## src/logic/spm_pkg.sv

```systemverilog
`default_nettype none
package spm_pkg;

   // operation codes, decimal 420 421 424 425
   localparam logic [9:0] FN_MUL_S  = 10'h1A4;
   localparam logic [9:0] FN_MUL_SL = 10'h1A5;
   localparam logic [9:0] FN_MUL_B  = 10'h1A8;
   localparam logic [9:0] FN_MUL_BL = 10'h1A9;

   localparam int         W_WORD       = 16;
   localparam int         W_ADDR       = 16;
   localparam logic [2:0] SLOT_COUNT   = 3'h4;
   localparam logic [6:0] DAB_STEPS    = 7'h40;
   localparam logic [2:0] RES_WORDS_S  = 3'h2;
   localparam logic [2:0] RES_WORDS_D  = 3'h4;
   localparam logic       FLAG_RST     = 1'h0;
   localparam logic [9:0] FUNC_RST     = 10'h000;

   typedef enum logic [2:0] {
      S_IDLE, S_FETCH, S_MUL, S_PROD, S_DAB, S_WRITE, S_FIN
   } spm_state_e;

   typedef struct packed {
      logic [9:0]        func;
      logic [W_ADDR-1:0] mcand_addr;
      logic [W_ADDR-1:0] mplier_addr;
      logic [W_ADDR-1:0] res_addr;
      logic              mcand_const;
      logic              mplier_const;
      logic [31:0]       mcand_imm;
      logic [31:0]       mplier_imm;
   } spm_req_s;

   typedef struct packed {
      spm_state_e             st;
      spm_req_s               req;
      logic [3:0][W_WORD-1:0] opd;
      logic [2:0]             idx;
      logic                   rd_pend;
      logic [1:0]             rd_slot;
      logic                   rd;
      logic [W_ADDR-1:0]      raddr;
      logic                   we;
      logic [W_ADDR-1:0]      waddr;
      logic [W_WORD-1:0]      wdata;
      logic                   bad;
      logic [63:0]            res;
      logic [63:0]            bin;
      logic [6:0]             cnt;
      logic                   busy;
      logic                   done;
      logic                   zero;
      logic                   neg;
      logic                   err;
   } spm_core_s;

   typedef struct packed {
      logic [63:0] p;
   } spm_mul_s;

   function automatic logic is_bcd_word(input logic [15:0] w);
      logic ok;
      ok = 1'b1;
      for (int i = 0; i < 4; i++) begin
         if (w[4*i +: 4] > 4'h9) ok = 1'b0;
      end
      return ok;
   endfunction : is_bcd_word

   function automatic logic is_double(input logic [9:0] f);
      return (f == FN_MUL_SL) || (f == FN_MUL_BL);
   endfunction : is_double

   function automatic logic is_bcd_op(input logic [9:0] f);
      return (f == FN_MUL_B) || (f == FN_MUL_BL);
   endfunction : is_bcd_op

   function automatic logic is_known(input logic [9:0] f);
      return (f == FN_MUL_S) || (f == FN_MUL_SL) || is_bcd_op(f);
   endfunction : is_known

   function automatic logic [31:0] bcd_to_bin(input logic [31:0] d);
      logic [31:0] v;
      v = 32'h0000_0000;
      for (int i = 7; i >= 0; i--) begin
         v = v * 32'h0000_000A + {28'h000_0000, d[4*i +: 4]};
      end
      return v;
   endfunction : bcd_to_bin

   function automatic logic [63:0] dab_adjust(input logic [63:0] b);
      logic [63:0] r;
      r = b;
      for (int i = 0; i < 16; i++) begin
         if (r[4*i +: 4] > 4'h4) r[4*i +: 4] = r[4*i +: 4] + 4'h3;
      end
      return r;
   endfunction : dab_adjust

endpackage : spm_pkg
`default_nettype wire

```

## src/logic/spm_mul.sv

```systemverilog
`timescale 1ns/1ps
`default_nettype none
// registered 33x33 signed product, low 64 bits kept
module spm_mul (
   input  wire logic               clk,
   input  wire logic               nrst,
   input  wire logic signed [32:0] a,
   input  wire logic signed [32:0] b,
   output logic [63:0]             p
);
   spm_pkg::spm_mul_s q;
   spm_pkg::spm_mul_s n;
   logic signed [65:0] full;

   always_comb begin
      full = a * b;
      n.p  = full[63:0];
   end

   always_ff @(posedge clk) begin
      if (!nrst) begin
         q.p <= 64'h0000_0000_0000_0000;
      end else begin
         q <= n;
      end
   end

   assign p = q.p;
endmodule : spm_mul
`default_nettype wire

```

## src/logic/spm_unit.sv

```systemverilog
`timescale 1ns/1ps
`default_nettype none
// Notes on behaviour
// - codes 420/421 signed; operands stored or constant
// - codes 424/425 are BCD four/eight digit
// - 16x16 signed gives 32-bit, two words
// - 32x32 signed gives 64-bit, four words
// - four-digit BCD product, two result words
// - eight-digit BCD product, four result words
// - zero flag set when whole product zero
// - negative flag is signed product top bit; BCD leaves it unchanged
// - single BCD: error on bad operand digit
// - double BCD: error on any bad word
// - double signed operands stored or constant too
module spm_unit (
   input  wire logic              CLK,
   input  wire logic              NRST,
   input  wire logic              START,
   input  wire spm_pkg::spm_req_s REQ,
   input  wire logic [15:0]       STOR_RDATA,
   output logic                   STOR_RD,
   output logic [15:0]            STOR_RADDR,
   output logic                   STOR_WE,
   output logic [15:0]            STOR_WADDR,
   output logic [15:0]            STOR_WDATA,
   output logic                   BUSY,
   output logic                   DONE,
   output logic                   ZERO_FLAG,
   output logic                   NEG_FLAG,
   output logic                   ERROR_FLAG
);
   spm_pkg::spm_core_s q;
   spm_pkg::spm_core_s n;
   logic signed [32:0] mul_a;
   logic signed [32:0] mul_b;
   logic [63:0]        prod;

   ////////////////////////////////////////////////////////////////////////////
   // operand shaping; mul_a/mul_b read the captured words, product one edge later
   always_comb begin
      if (spm_pkg::is_bcd_op(q.req.func)) begin
         mul_a = {1'b0, spm_pkg::bcd_to_bin({q.opd[1], q.opd[0]})};
         mul_b = {1'b0, spm_pkg::bcd_to_bin({q.opd[3], q.opd[2]})};
      end else if (spm_pkg::is_double(q.req.func)) begin
         mul_a = {q.opd[1][15], q.opd[1], q.opd[0]};
         mul_b = {q.opd[3][15], q.opd[3], q.opd[2]};
      end else begin
         mul_a = {{17{q.opd[0][15]}}, q.opd[0]};
         mul_b = {{17{q.opd[2][15]}}, q.opd[2]};
      end
   end

   spm_mul u_mul (
      .clk  (CLK),
      .nrst (NRST),
      .a    (mul_a),
      .b    (mul_b),
      .p    (prod)
   );

   ////////////////////////////////////////////////////////////////////////////
   always_comb begin
      logic       dbl;
      logic       bcd;
      logic [1:0] slot;
      logic       need;
      logic       cst;
      logic [2:0] nres;
      logic [15:0] base;
      logic [63:0] adj;
      dbl  = spm_pkg::is_double(q.req.func);
      bcd  = spm_pkg::is_bcd_op(q.req.func);
      slot = q.idx[1:0];
      need = dbl || !slot[0];
      cst  = slot[1] ? q.req.mplier_const : q.req.mcand_const;
      nres = dbl ? spm_pkg::RES_WORDS_D : spm_pkg::RES_WORDS_S;
      base = slot[1] ? q.req.mplier_addr : q.req.mcand_addr;
      adj  = spm_pkg::dab_adjust(q.res);
      n         = q;
      n.rd      = 1'b0;
      n.we      = 1'b0;
      n.done    = 1'b0;
      n.rd_pend = 1'b0;
      if (q.rd_pend) begin
         n.opd[q.rd_slot] = STOR_RDATA;
      end
      unique case (q.st)
         spm_pkg::S_IDLE: begin
            if (START && spm_pkg::is_known(REQ.func)) begin
               n.req    = REQ;
               n.busy   = 1'b1;
               n.idx    = 3'h0;
               // constants preload every slot, the single form's high slots get zero; stored words overwrite later
               n.opd[0] = REQ.mcand_imm[15:0];
               n.opd[1] = spm_pkg::is_double(REQ.func) ? REQ.mcand_imm[31:16] : 16'h0000;
               n.opd[2] = REQ.mplier_imm[15:0];
               n.opd[3] = spm_pkg::is_double(REQ.func) ? REQ.mplier_imm[31:16] : 16'h0000;
               n.st     = spm_pkg::S_FETCH;
            end
         end
         spm_pkg::S_FETCH: begin
            if (q.idx < spm_pkg::SLOT_COUNT) begin
               if (need && !cst) begin
                  n.rd      = 1'b1;
                  n.raddr   = base + {15'h0000, slot[0]};
                  n.rd_pend = 1'b1;
                  n.rd_slot = slot;
               end
               n.idx = q.idx + 3'h1;
            end else if (!q.rd_pend) begin
               n.st = spm_pkg::S_MUL;
            end
         end
         spm_pkg::S_MUL: begin
            // word 1 and 3 are zero for the single form, so one check fits both
            n.bad = bcd && !(spm_pkg::is_bcd_word(q.opd[0]) &&
                             spm_pkg::is_bcd_word(q.opd[1]) &&
                             spm_pkg::is_bcd_word(q.opd[2]) &&
                             spm_pkg::is_bcd_word(q.opd[3]));
            n.st  = spm_pkg::S_PROD;
         end
         spm_pkg::S_PROD: begin
            n.idx = 3'h0;
            if (q.bad) begin
               n.st = spm_pkg::S_FIN;
            end else if (bcd) begin
               n.bin = prod;
               n.res = 64'h0000_0000_0000_0000;
               n.cnt = 7'h00;
               n.st  = spm_pkg::S_DAB;
            end else begin
               n.res = prod;
               n.st  = spm_pkg::S_WRITE;
            end
         end
         spm_pkg::S_DAB: begin
            // shift-add-3 conversion, one bit a cycle to keep the adders small
            // adjusted digits and binary shift left together as one register pair
            n.res = {adj[62:0], q.bin[63]};
            n.bin = {q.bin[62:0], 1'b0};
            n.cnt = q.cnt + 7'h01;
            if (q.cnt == spm_pkg::DAB_STEPS - 7'h01) begin
               n.st = spm_pkg::S_WRITE;
            end
         end
         spm_pkg::S_WRITE: begin
            n.we    = 1'b1;
            n.waddr = q.req.res_addr + {13'h0000, q.idx};
            n.wdata = q.res[16*q.idx[1:0] +: 16];
            n.idx   = q.idx + 3'h1;
            if (q.idx == nres - 3'h1) begin
               n.st = spm_pkg::S_FIN;
            end
         end
         spm_pkg::S_FIN: begin
            n.err = q.bad;
            if (!q.bad) begin
               n.zero = (q.res == 64'h0000_0000_0000_0000);
            end
            if (!bcd) begin
               n.neg = dbl ? q.res[63] : q.res[31];
            end
            n.done = 1'b1;
            n.busy = 1'b0;
            n.st   = spm_pkg::S_IDLE;
         end
         default: begin
            n.st = spm_pkg::S_IDLE;
         end
      endcase
   end

   ////////////////////////////////////////////////////////////////////////////
   always_ff @(posedge CLK) begin
      if (!NRST) begin
         q          <= '0;
         q.st       <= spm_pkg::S_IDLE;
         q.req.func <= spm_pkg::FUNC_RST;
         q.zero     <= spm_pkg::FLAG_RST;
         q.neg      <= spm_pkg::FLAG_RST;
         q.err      <= spm_pkg::FLAG_RST;
      end else begin
         q <= n;
      end
   end

   assign STOR_RD    = q.rd;
   assign STOR_RADDR = q.raddr;
   assign STOR_WE    = q.we;
   assign STOR_WADDR = q.waddr;
   assign STOR_WDATA = q.wdata;
   assign BUSY       = q.busy;
   assign DONE       = q.done;
   assign ZERO_FLAG  = q.zero;
   assign NEG_FLAG   = q.neg;
   assign ERROR_FLAG = q.err;

   logic signed [31:0] chk_s;
   logic signed [63:0] chk_d;
   assign chk_s = $signed(q.opd[0]) * $signed(q.opd[2]);
   assign chk_d = $signed({q.opd[1], q.opd[0]}) * $signed({q.opd[3], q.opd[2]});

   // word position of the current write, used to pick the expected slice
   logic [1:0] wr_pos;
   assign wr_pos = 2'(STOR_WADDR - q.req.res_addr);
endmodule : spm_unit
`default_nettype wire

```

## config.mk

```make
export PLATFORM = sky130hd
export DESIGN_NAME = spm_unit
export DESIGN_NICKNAME = d
export VERILOG_FILES = /design/src/logic/spm_pkg.sv /design/src/logic/spm_mul.sv /design/src/logic/spm_unit.sv
export SDC_FILE = /design/constraint.sdc
export NUM_CORES = 2
export LEC_CHECK = 0
export ABC_AREA = 1
export BUFFER_PORTS_ARGS = -buffer_cell sky130_fd_sc_hd__buf_4
export CAP_MARGIN = 40
export CORE_UTILIZATION = 59
export DETAILED_ROUTE_END_ITERATION = 8
export PLACE_DENSITY = 0.75
export SLEW_MARGIN = 20
export SYNTH_ARGS = -nofsm -noshare
export SYNTH_HDL_FRONTEND = slang
export SYNTH_SLANG_ARGS = --single-unit
```

## constraint.sdc

```tcl
create_clock -name CLK -period 25.9 [get_ports CLK]
set_input_delay 2.59 -clock CLK [delete_from_list [all_inputs] [get_ports CLK]]
set_output_delay 2.59 -clock CLK [all_outputs]
set_load 0.05 [all_outputs]
```

Word-level counts from Yosys, hierarchy flattened. Cells that the tools add are included.

Output and inout port bits: 55. Flip-flop bits (word level): 452. Bits of input ports: 143. Logic and storage cells: 246.

Mux-type cells: 72. Order comparisons: 35. Equality and inequality tests: 23. Bitwise operators: 2. Reduce and logical (&&, ||, !) cells: 32. Shift operators: 1. $add $sub $neg: 35. Multipliers: 15.

Operator list (number): case mux 135 bit (2 select lines) (1); two-way mux 194 bit (1); two-way mux 64 bit (3); two-way mux 33 bit (5); two-way mux 135 bit (1); adder 32 x 4 -> 32 bit (4); two-way mux 71 bit (1); == test 10 x 9 -> 1 bit, second input constant (7); bitwise mux 64 bit (1); greater-than comparator 4 x 3 -> 1 bit, second input constant (16); greater-than comparator 4 bit, second input constant (16); logical NOT 64 bit (1); multiplier 32 x 3 -> 31 bit, second input constant (2); multiplier 33 x 33 -> 64 bit (1); two-way mux 16 bit (4); two-way mux 4 bit (16); indexed part select 64 x 7 -> 16 bit (1); multiplier 29 x 3 -> 31 bit, second input constant (2); adder 4 x 2 -> 4 bit, second input constant (15); adder 28 x 4 -> 29 bit (2); multiplier 24 x 3 -> 27 bit, second input constant (2); adder 23 x 4 -> 24 bit (2); multiplier 19 x 3 -> 22 bit, second input constant (2); adder 18 x 4 -> 19 bit (2); other kinds (39) (107).

Logic depth before layout (Yosys ltp).
Word-level depth: 16. Depth in mapped cells: 119.

Cells and area by module. From an unflattened synthesis, not the netlist that was laid out.

Cell total of the unflattened synthesis: 11503. Area, all modules: 81554.5 µm².

By module, submodules not included: spm_mul (area an instance 42385.7 µm², seq. area each 1281.2 µm², cells each 5456, instances 1); spm_unit (area an instance 39168.8 µm², seq. area each 6466.2 µm², cells each 6047, instances 1).

Worst setup path before layout. Ideal clock, no wire load.

Path type: reg2reg. From: reg q[258] in the netlist's numbering. To: reg, netlist name u_mul.p[61]. Data required time: 25830 ps. Stages on the path, launching flop included: 103. Setup time: 70 ps. Period minus slack after synthesis: 19144 ps. Slack: 6756 ps. Arrival: 19074 ps. Cells stage by stage: dfxtp_1 ha_1 ha_1 fa_1 inv_1 xor2_1 inv_1 ha_1 ha_1 a21oi_1 nand2_1 a21o_1 a21oi_1 xor2_1 xor2_1 inv_1 ha_1 ha_1 (+67 left out) fa_1 inv_1 fa_1 inv_1 ha_1 a21oi_1 inv_1 a31oi_1 inv_1 a21oi_1 o21ai_0 nand3_1 o311ai_0 nand2_1 o211ai_1 a31oi_1 o21ai_0 a21oi_1.

Cells in the longest elaborated chain, start to end: 16. Elaborated cells between the ends (all ways): 17.

RTL lines: start: declaration (RTL line spm_unit.sv:32) `spm_pkg::spm_core_s q;`; start signal: assignment (RTL line spm_unit.sv:183) `q <= n;`; multiplier 4 x 3 -> 7 bit (RTL line spm_pkg.sv:86) `v = v * 32'h0000_000A + {28'h000_0000, d[4*i +: 4]};`; adder 8 x 4 -> 9 bit (RTL line spm_pkg.sv:86); multiplier 9 x 3 -> 12 bit (RTL line spm_pkg.sv:86); adder 13 x 4 -> 14 bit (RTL line spm_pkg.sv:86); multiplier 14 x 3 -> 17 bit (RTL line spm_pkg.sv:86); adder 18 x 4 -> 19 bit (RTL line spm_pkg.sv:86); multiplier 19 x 3 -> 22 bit (RTL line spm_pkg.sv:86); adder 23 x 4 -> 24 bit (RTL line spm_pkg.sv:86); multiplier 24 x 3 -> 27 bit (RTL line spm_pkg.sv:86); adder 28 x 4 -> 29 bit (RTL line spm_pkg.sv:86); multiplier 29 x 3 -> 31 bit (RTL line spm_pkg.sv:86); adder 32 x 4 -> 32 bit (RTL line spm_pkg.sv:86); multiplier 32 x 3 -> 31 bit (RTL line spm_pkg.sv:86); adder 32 x 4 -> 32 bit (RTL line spm_pkg.sv:86); two-way mux 33 bit * (RTL line spm_unit.sv:41) `if (spm_pkg::is_bcd_op(q.req.func)) begin`; multiplier 33 x 33 -> 64 bit * (RTL line spm_mul.sv:16) `full = a * b;`.

Every way passes the cells marked *; elsewhere a longest branch is shown, timed or not. A chain may end at the register's enable or synchronous reset.

Worst setup path in the final report.
From: reg q[228] in the netlist's numbering. To: reg, netlist name u_mul.p[63].

Cells in the longest elaborated chain, start to end: 16. Elaborated cells between the ends (all ways): 17.

RTL lines (RTL line): multiplier 4 x 3 -> 7 bit (spm_pkg.sv:86); adder 8 x 4 -> 9 bit (spm_pkg.sv:86); multiplier 9 x 3 -> 12 bit (spm_pkg.sv:86); adder 13 x 4 -> 14 bit (spm_pkg.sv:86); multiplier 14 x 3 -> 17 bit (spm_pkg.sv:86); adder 18 x 4 -> 19 bit (spm_pkg.sv:86); multiplier 19 x 3 -> 22 bit (spm_pkg.sv:86); adder 23 x 4 -> 24 bit (spm_pkg.sv:86); multiplier 24 x 3 -> 27 bit (spm_pkg.sv:86); adder 28 x 4 -> 29 bit (spm_pkg.sv:86); multiplier 29 x 3 -> 31 bit (spm_pkg.sv:86); adder 32 x 4 -> 32 bit (spm_pkg.sv:86); multiplier 32 x 3 -> 31 bit (spm_pkg.sv:86); adder 32 x 4 -> 32 bit (spm_pkg.sv:86); two-way mux 33 bit * (spm_unit.sv:41); multiplier 33 x 33 -> 64 bit * (spm_mul.sv:16).

Marks and branches as above.

==> summary.md <==
| Metric | Value |
|---|---|
| Yosys reg bits | `387` |
| Post_cts resized | `0` |
| Hold path start | `q[42]` |
| Rows | `132` |
| R2R depth | `102` |
| Drt total wl | `239000 um` |
| Yosys warns | `0` |
| Final HPWL DP | `190000 um` |
| TritonCTS buffer count | `42` |
| CP max stage cell | `inv_2` |
| Core region area | `0.130 mm^2` |
| Fin util | `63.0%` |
| Synthesized instance count | `10300` |
| Crit path launch type | `flip-flop` |
| Actual slew at the worst max-slew pin | `1010 ps` |
| Share of the yosys chip area belonging to registers | `10.0%` |
| Post-route DRC | `0` |
| P per Cell Area | `20.4 mW/mm^2` |
| Top_reg_cell synth | `dfxtp_1` |
| VDD IR-drop max | `0.0409 mV` |
| Root Driver | `clkbuf_16` |
| Relative slew margins | `32.8%` |
| Vias | `68800` |
| Hold endpoint | `q[43]` |
| Die area | `0.133 mm^2` |
| Mean Syn Cell Area | `7.51 um^2` |
| Post-synth EDFFs | `0` |
| Fin nets | `12300` |
| Crit path time final | `23030 ps` |
| Largest net degree at the start of global routing | `187` |
| Io pins | `198` |
| Layout area overhead | `5.71%` |
| Clock Latency Late Sink | `590 ps` |
| IO Port Bufs | `197` |
| Initial antenna violation count | `13` |
| DP Area | `0.0803 mm^2` |
| Worst hold path type | `reg2reg` |
| Max-cap violations | `0` |
| Starting Density | `59.6%` |
| Maximum clock frequency | `43.4 MHz` |
| Die H | `364 um` |
| Setup violations, final | `0` |
| Max-slew violation count | `0` |
| Top fanout value on the critical path | `26` |
| Period utilisation layout | `88.9%` |
| Clock-pin slew on the worst setup and hold paths | `70 ps` |
| Clock sink count | `387` |
| R2R setup slack | `2870 ps` |
| Fin. Hold Viols | `0` |
| Worst R2R End | `u_mul.p[63]` |
| Remaining global-route overflow | `0` |
| Vias in the first global route | `68800` |
| Die X-Extent | `364 um` |
| Antenna viol nets, final | `0` |
| Global Route Usage Sum | `36.6%` |
| Worst path required time | `26360 ps` |
| Outcome | `finished, final reports clean` |
| WHS Path Cells | `2` |
| Drt via density | `5.72` |
| Share of layout cells above drive strength 1 | `5.96%` |
| LEAKAGE | `0.0426 uW` |
| Crit Path Category | `reg2reg` |
| CP endpoint kind | `flip-flop` |
| WL/cell | `19.9 um` |
| Reg-to-reg startpoint | `q[228]` |
| Initial DRC Count | `6225` |
| Design area | `0.0818 mm^2` |
| Place WS | `3440 ps` |
| Drt pass-1 iters | `6` |
| Fill cell count | `11700` |
| Ys async rst share | `0%` |
| Overall Power | `1670 uW` |
| CP arrival | `23490 ps` |
| GP Congestion | `1.03` |
| Clock Path Buffers | `3` |
| RSZ-0062 raised after global routing | `false` |
| CTS tree | `built` |
| Global-route wire length before repair | `380000 um` |
| H-tree depth | `2` |
| Post-Syn Area | `0.0774 mm^2` |
| Final Skew | `33.0 ps` |
| Slowest Stage Delay on Critical Path | `660 ps` |
| Setup ws final | `2870 ps` |
| Post-cts hold buffer count | `0` |
| Distinct cells, synth | `81` |
| Post-CTS Setup Bufs | `0` |
| Setup_tns | `0 ps` |
## cells in the mapped netlist, drive strengths merged, types with 2 or more instances
cell type,instances,area share (%)
ha,750,12
a31oi,93,0.75
o21a,27,0.26
nand3b,18,0.17
a221oi,2,0.023
xor2,263,3.0
o21bai,33,0.33
nand4,85,0.71
nor3,100,0.70
a22oi,2,0.019
nor2,890,4.4
or3b,2,0.023
xnor2,127,1.5
o211ai,97,0.94
nand3,289,1.9
o221ai,28,0.32
o311ai,2,0.023
o21ai,670,4.4
a2111oi,4,0.045
inv,2101,10
a21o,22,0.21
o2111ai,7,0.079
nor3b,10,0.097
dfxtp,387,10
clkinv,13,0.063
o31a,2,0.023
nand2,1974,9.8
o31ai,12,0.12
and3,2,0.016
and2,12,0.097
nor4,37,0.31
o22ai,9,0.081
fa,1154,30
clkbuf,277,1.3
a31o,2,0.023
a21oi,593,4.0
a211oi,52,0.50
or2,19,0.15
buf,118,1.1
a211o,2,0.023
a21boi,12,0.13
## area by class of cell
type	count	area (um^2)	share of cell area, %
Tap cell	1742	2180	2.66
Inverter	2114	7950	9.72
Multi-Input combinational cell	7420	60100	73.4
Clock buffer	58	1200	1.47
Antenna cell	3	7.51	0.00917
Sequential cell	387	7750	9.47
Clock inverter	20	274	0.335
Timing Repair Buffer	290	2380	2.91
## worst max-delay path by stage
stage	start	endpoint	slack, ps	cells after the start
6_report	q[228]	u_mul.p[63]	2870	102
3_5_place_dp	q[259]	u_mul.p[61]	3440	106
3_3_place_gp	q[259]	u_mul.p[62]	3530	101
5_1_grt	q[259]	u_mul.p[61]	1050	106
2_1_floorplan	q[258]	u_mul.p[61]	6760	102
4_1_cts	q[259]	u_mul.p[61]	3280	106
## power by group
part | leakage [uW] | internal (uW) | switching [uW]
Clock | 0.000717 | 378 | 267
Combinational | 0.0387 | 143 | 283
Sequential | 0.00312 | 596 | 0.693
Total | 0.0426 | 1120 | 551
## flip-flops by register name, summed over array words and instances (netlist names)
name,count
STOR_WDATA,16
DONE,1
NEG_FLAG,1
ERROR_FLAG,1
STOR_RADDR,16
STOR_WADDR,16
STOR_WE,1
BUSY,1
u_mul.p,64
q,269
ZERO_FLAG,1
## kinds of logic (layout without fill, tap and decap cells)
| group | after synthesis | in the layout | share of synthesized area (%) |
|---|---|---|---|
| AO/OA/AOI/OAI | 1677 | 1677 | 12.4 |
| XOR/XNOR | 391 | 391 | 4.49 |
| adder cells (fa/ha/maj) | 1904 | 1904 | 42.0 |
| buffers and inverters | 2509 | 2482 | 12.7 |
| flip-flops | 387 | 387 | 10.0 |
| other | 1 | 11 | 0.00484 |
| AND/OR/NAND/NOR | 3440 | 3440 | 18.4 |
## metrics by stage
step / std cells / hold WS (ps)
after floorplan: 10300 / 422
after global placement: 11900 / 440
after detailed placement: 12000 / 445
after CTS: 12000 / 458
after global routing: 12000 / 463
final: 12000 / 449
## routing by layer
metal | wire [um] | track usage, %
met1 | 96300 | 47.4
met4 | 14500 | 17.6
met2 | 102000 | 56.4
met3 | 26400 | 10.2
met5 | 127 | 0
## critical path, delay by kind of cell (launching register included)
kind                       cells  cell delay, ps
xor gates and xnor gates      10            2240
adders and majority gates     24            9290
and+or+nand+nor               41            6020
buffers and inverters         14            1620
DFF                            1             520
AOI/OAI and AO/OA             13            3180
## placed cells by master, fill, tap and decap left out, types with 36 or more instances in the layout
| cell type | count |
|---|---|
| ha_1 | 750 |
| buf_4 | 272 |
| nand4_1 | 82 |
| nor2_1 | 871 |
| o21ai_0 | 618 |
| a21oi_1 | 558 |
| o211ai_1 | 97 |
| fa_1 | 1154 |
| nand3_1 | 280 |
| clkbuf_16 | 43 |
| xnor2_1 | 125 |
| a211oi_1 | 52 |
| nand2_1 | 1898 |
| a31oi_1 | 93 |
| nor4_1 | 36 |
| nand2_2 | 71 |
| nor3_1 | 93 |
| inv_1 | 2069 |
| dfxtp_1 | 386 |
| xor2_1 | 260 |
Power figures use the tool's default switching activity.
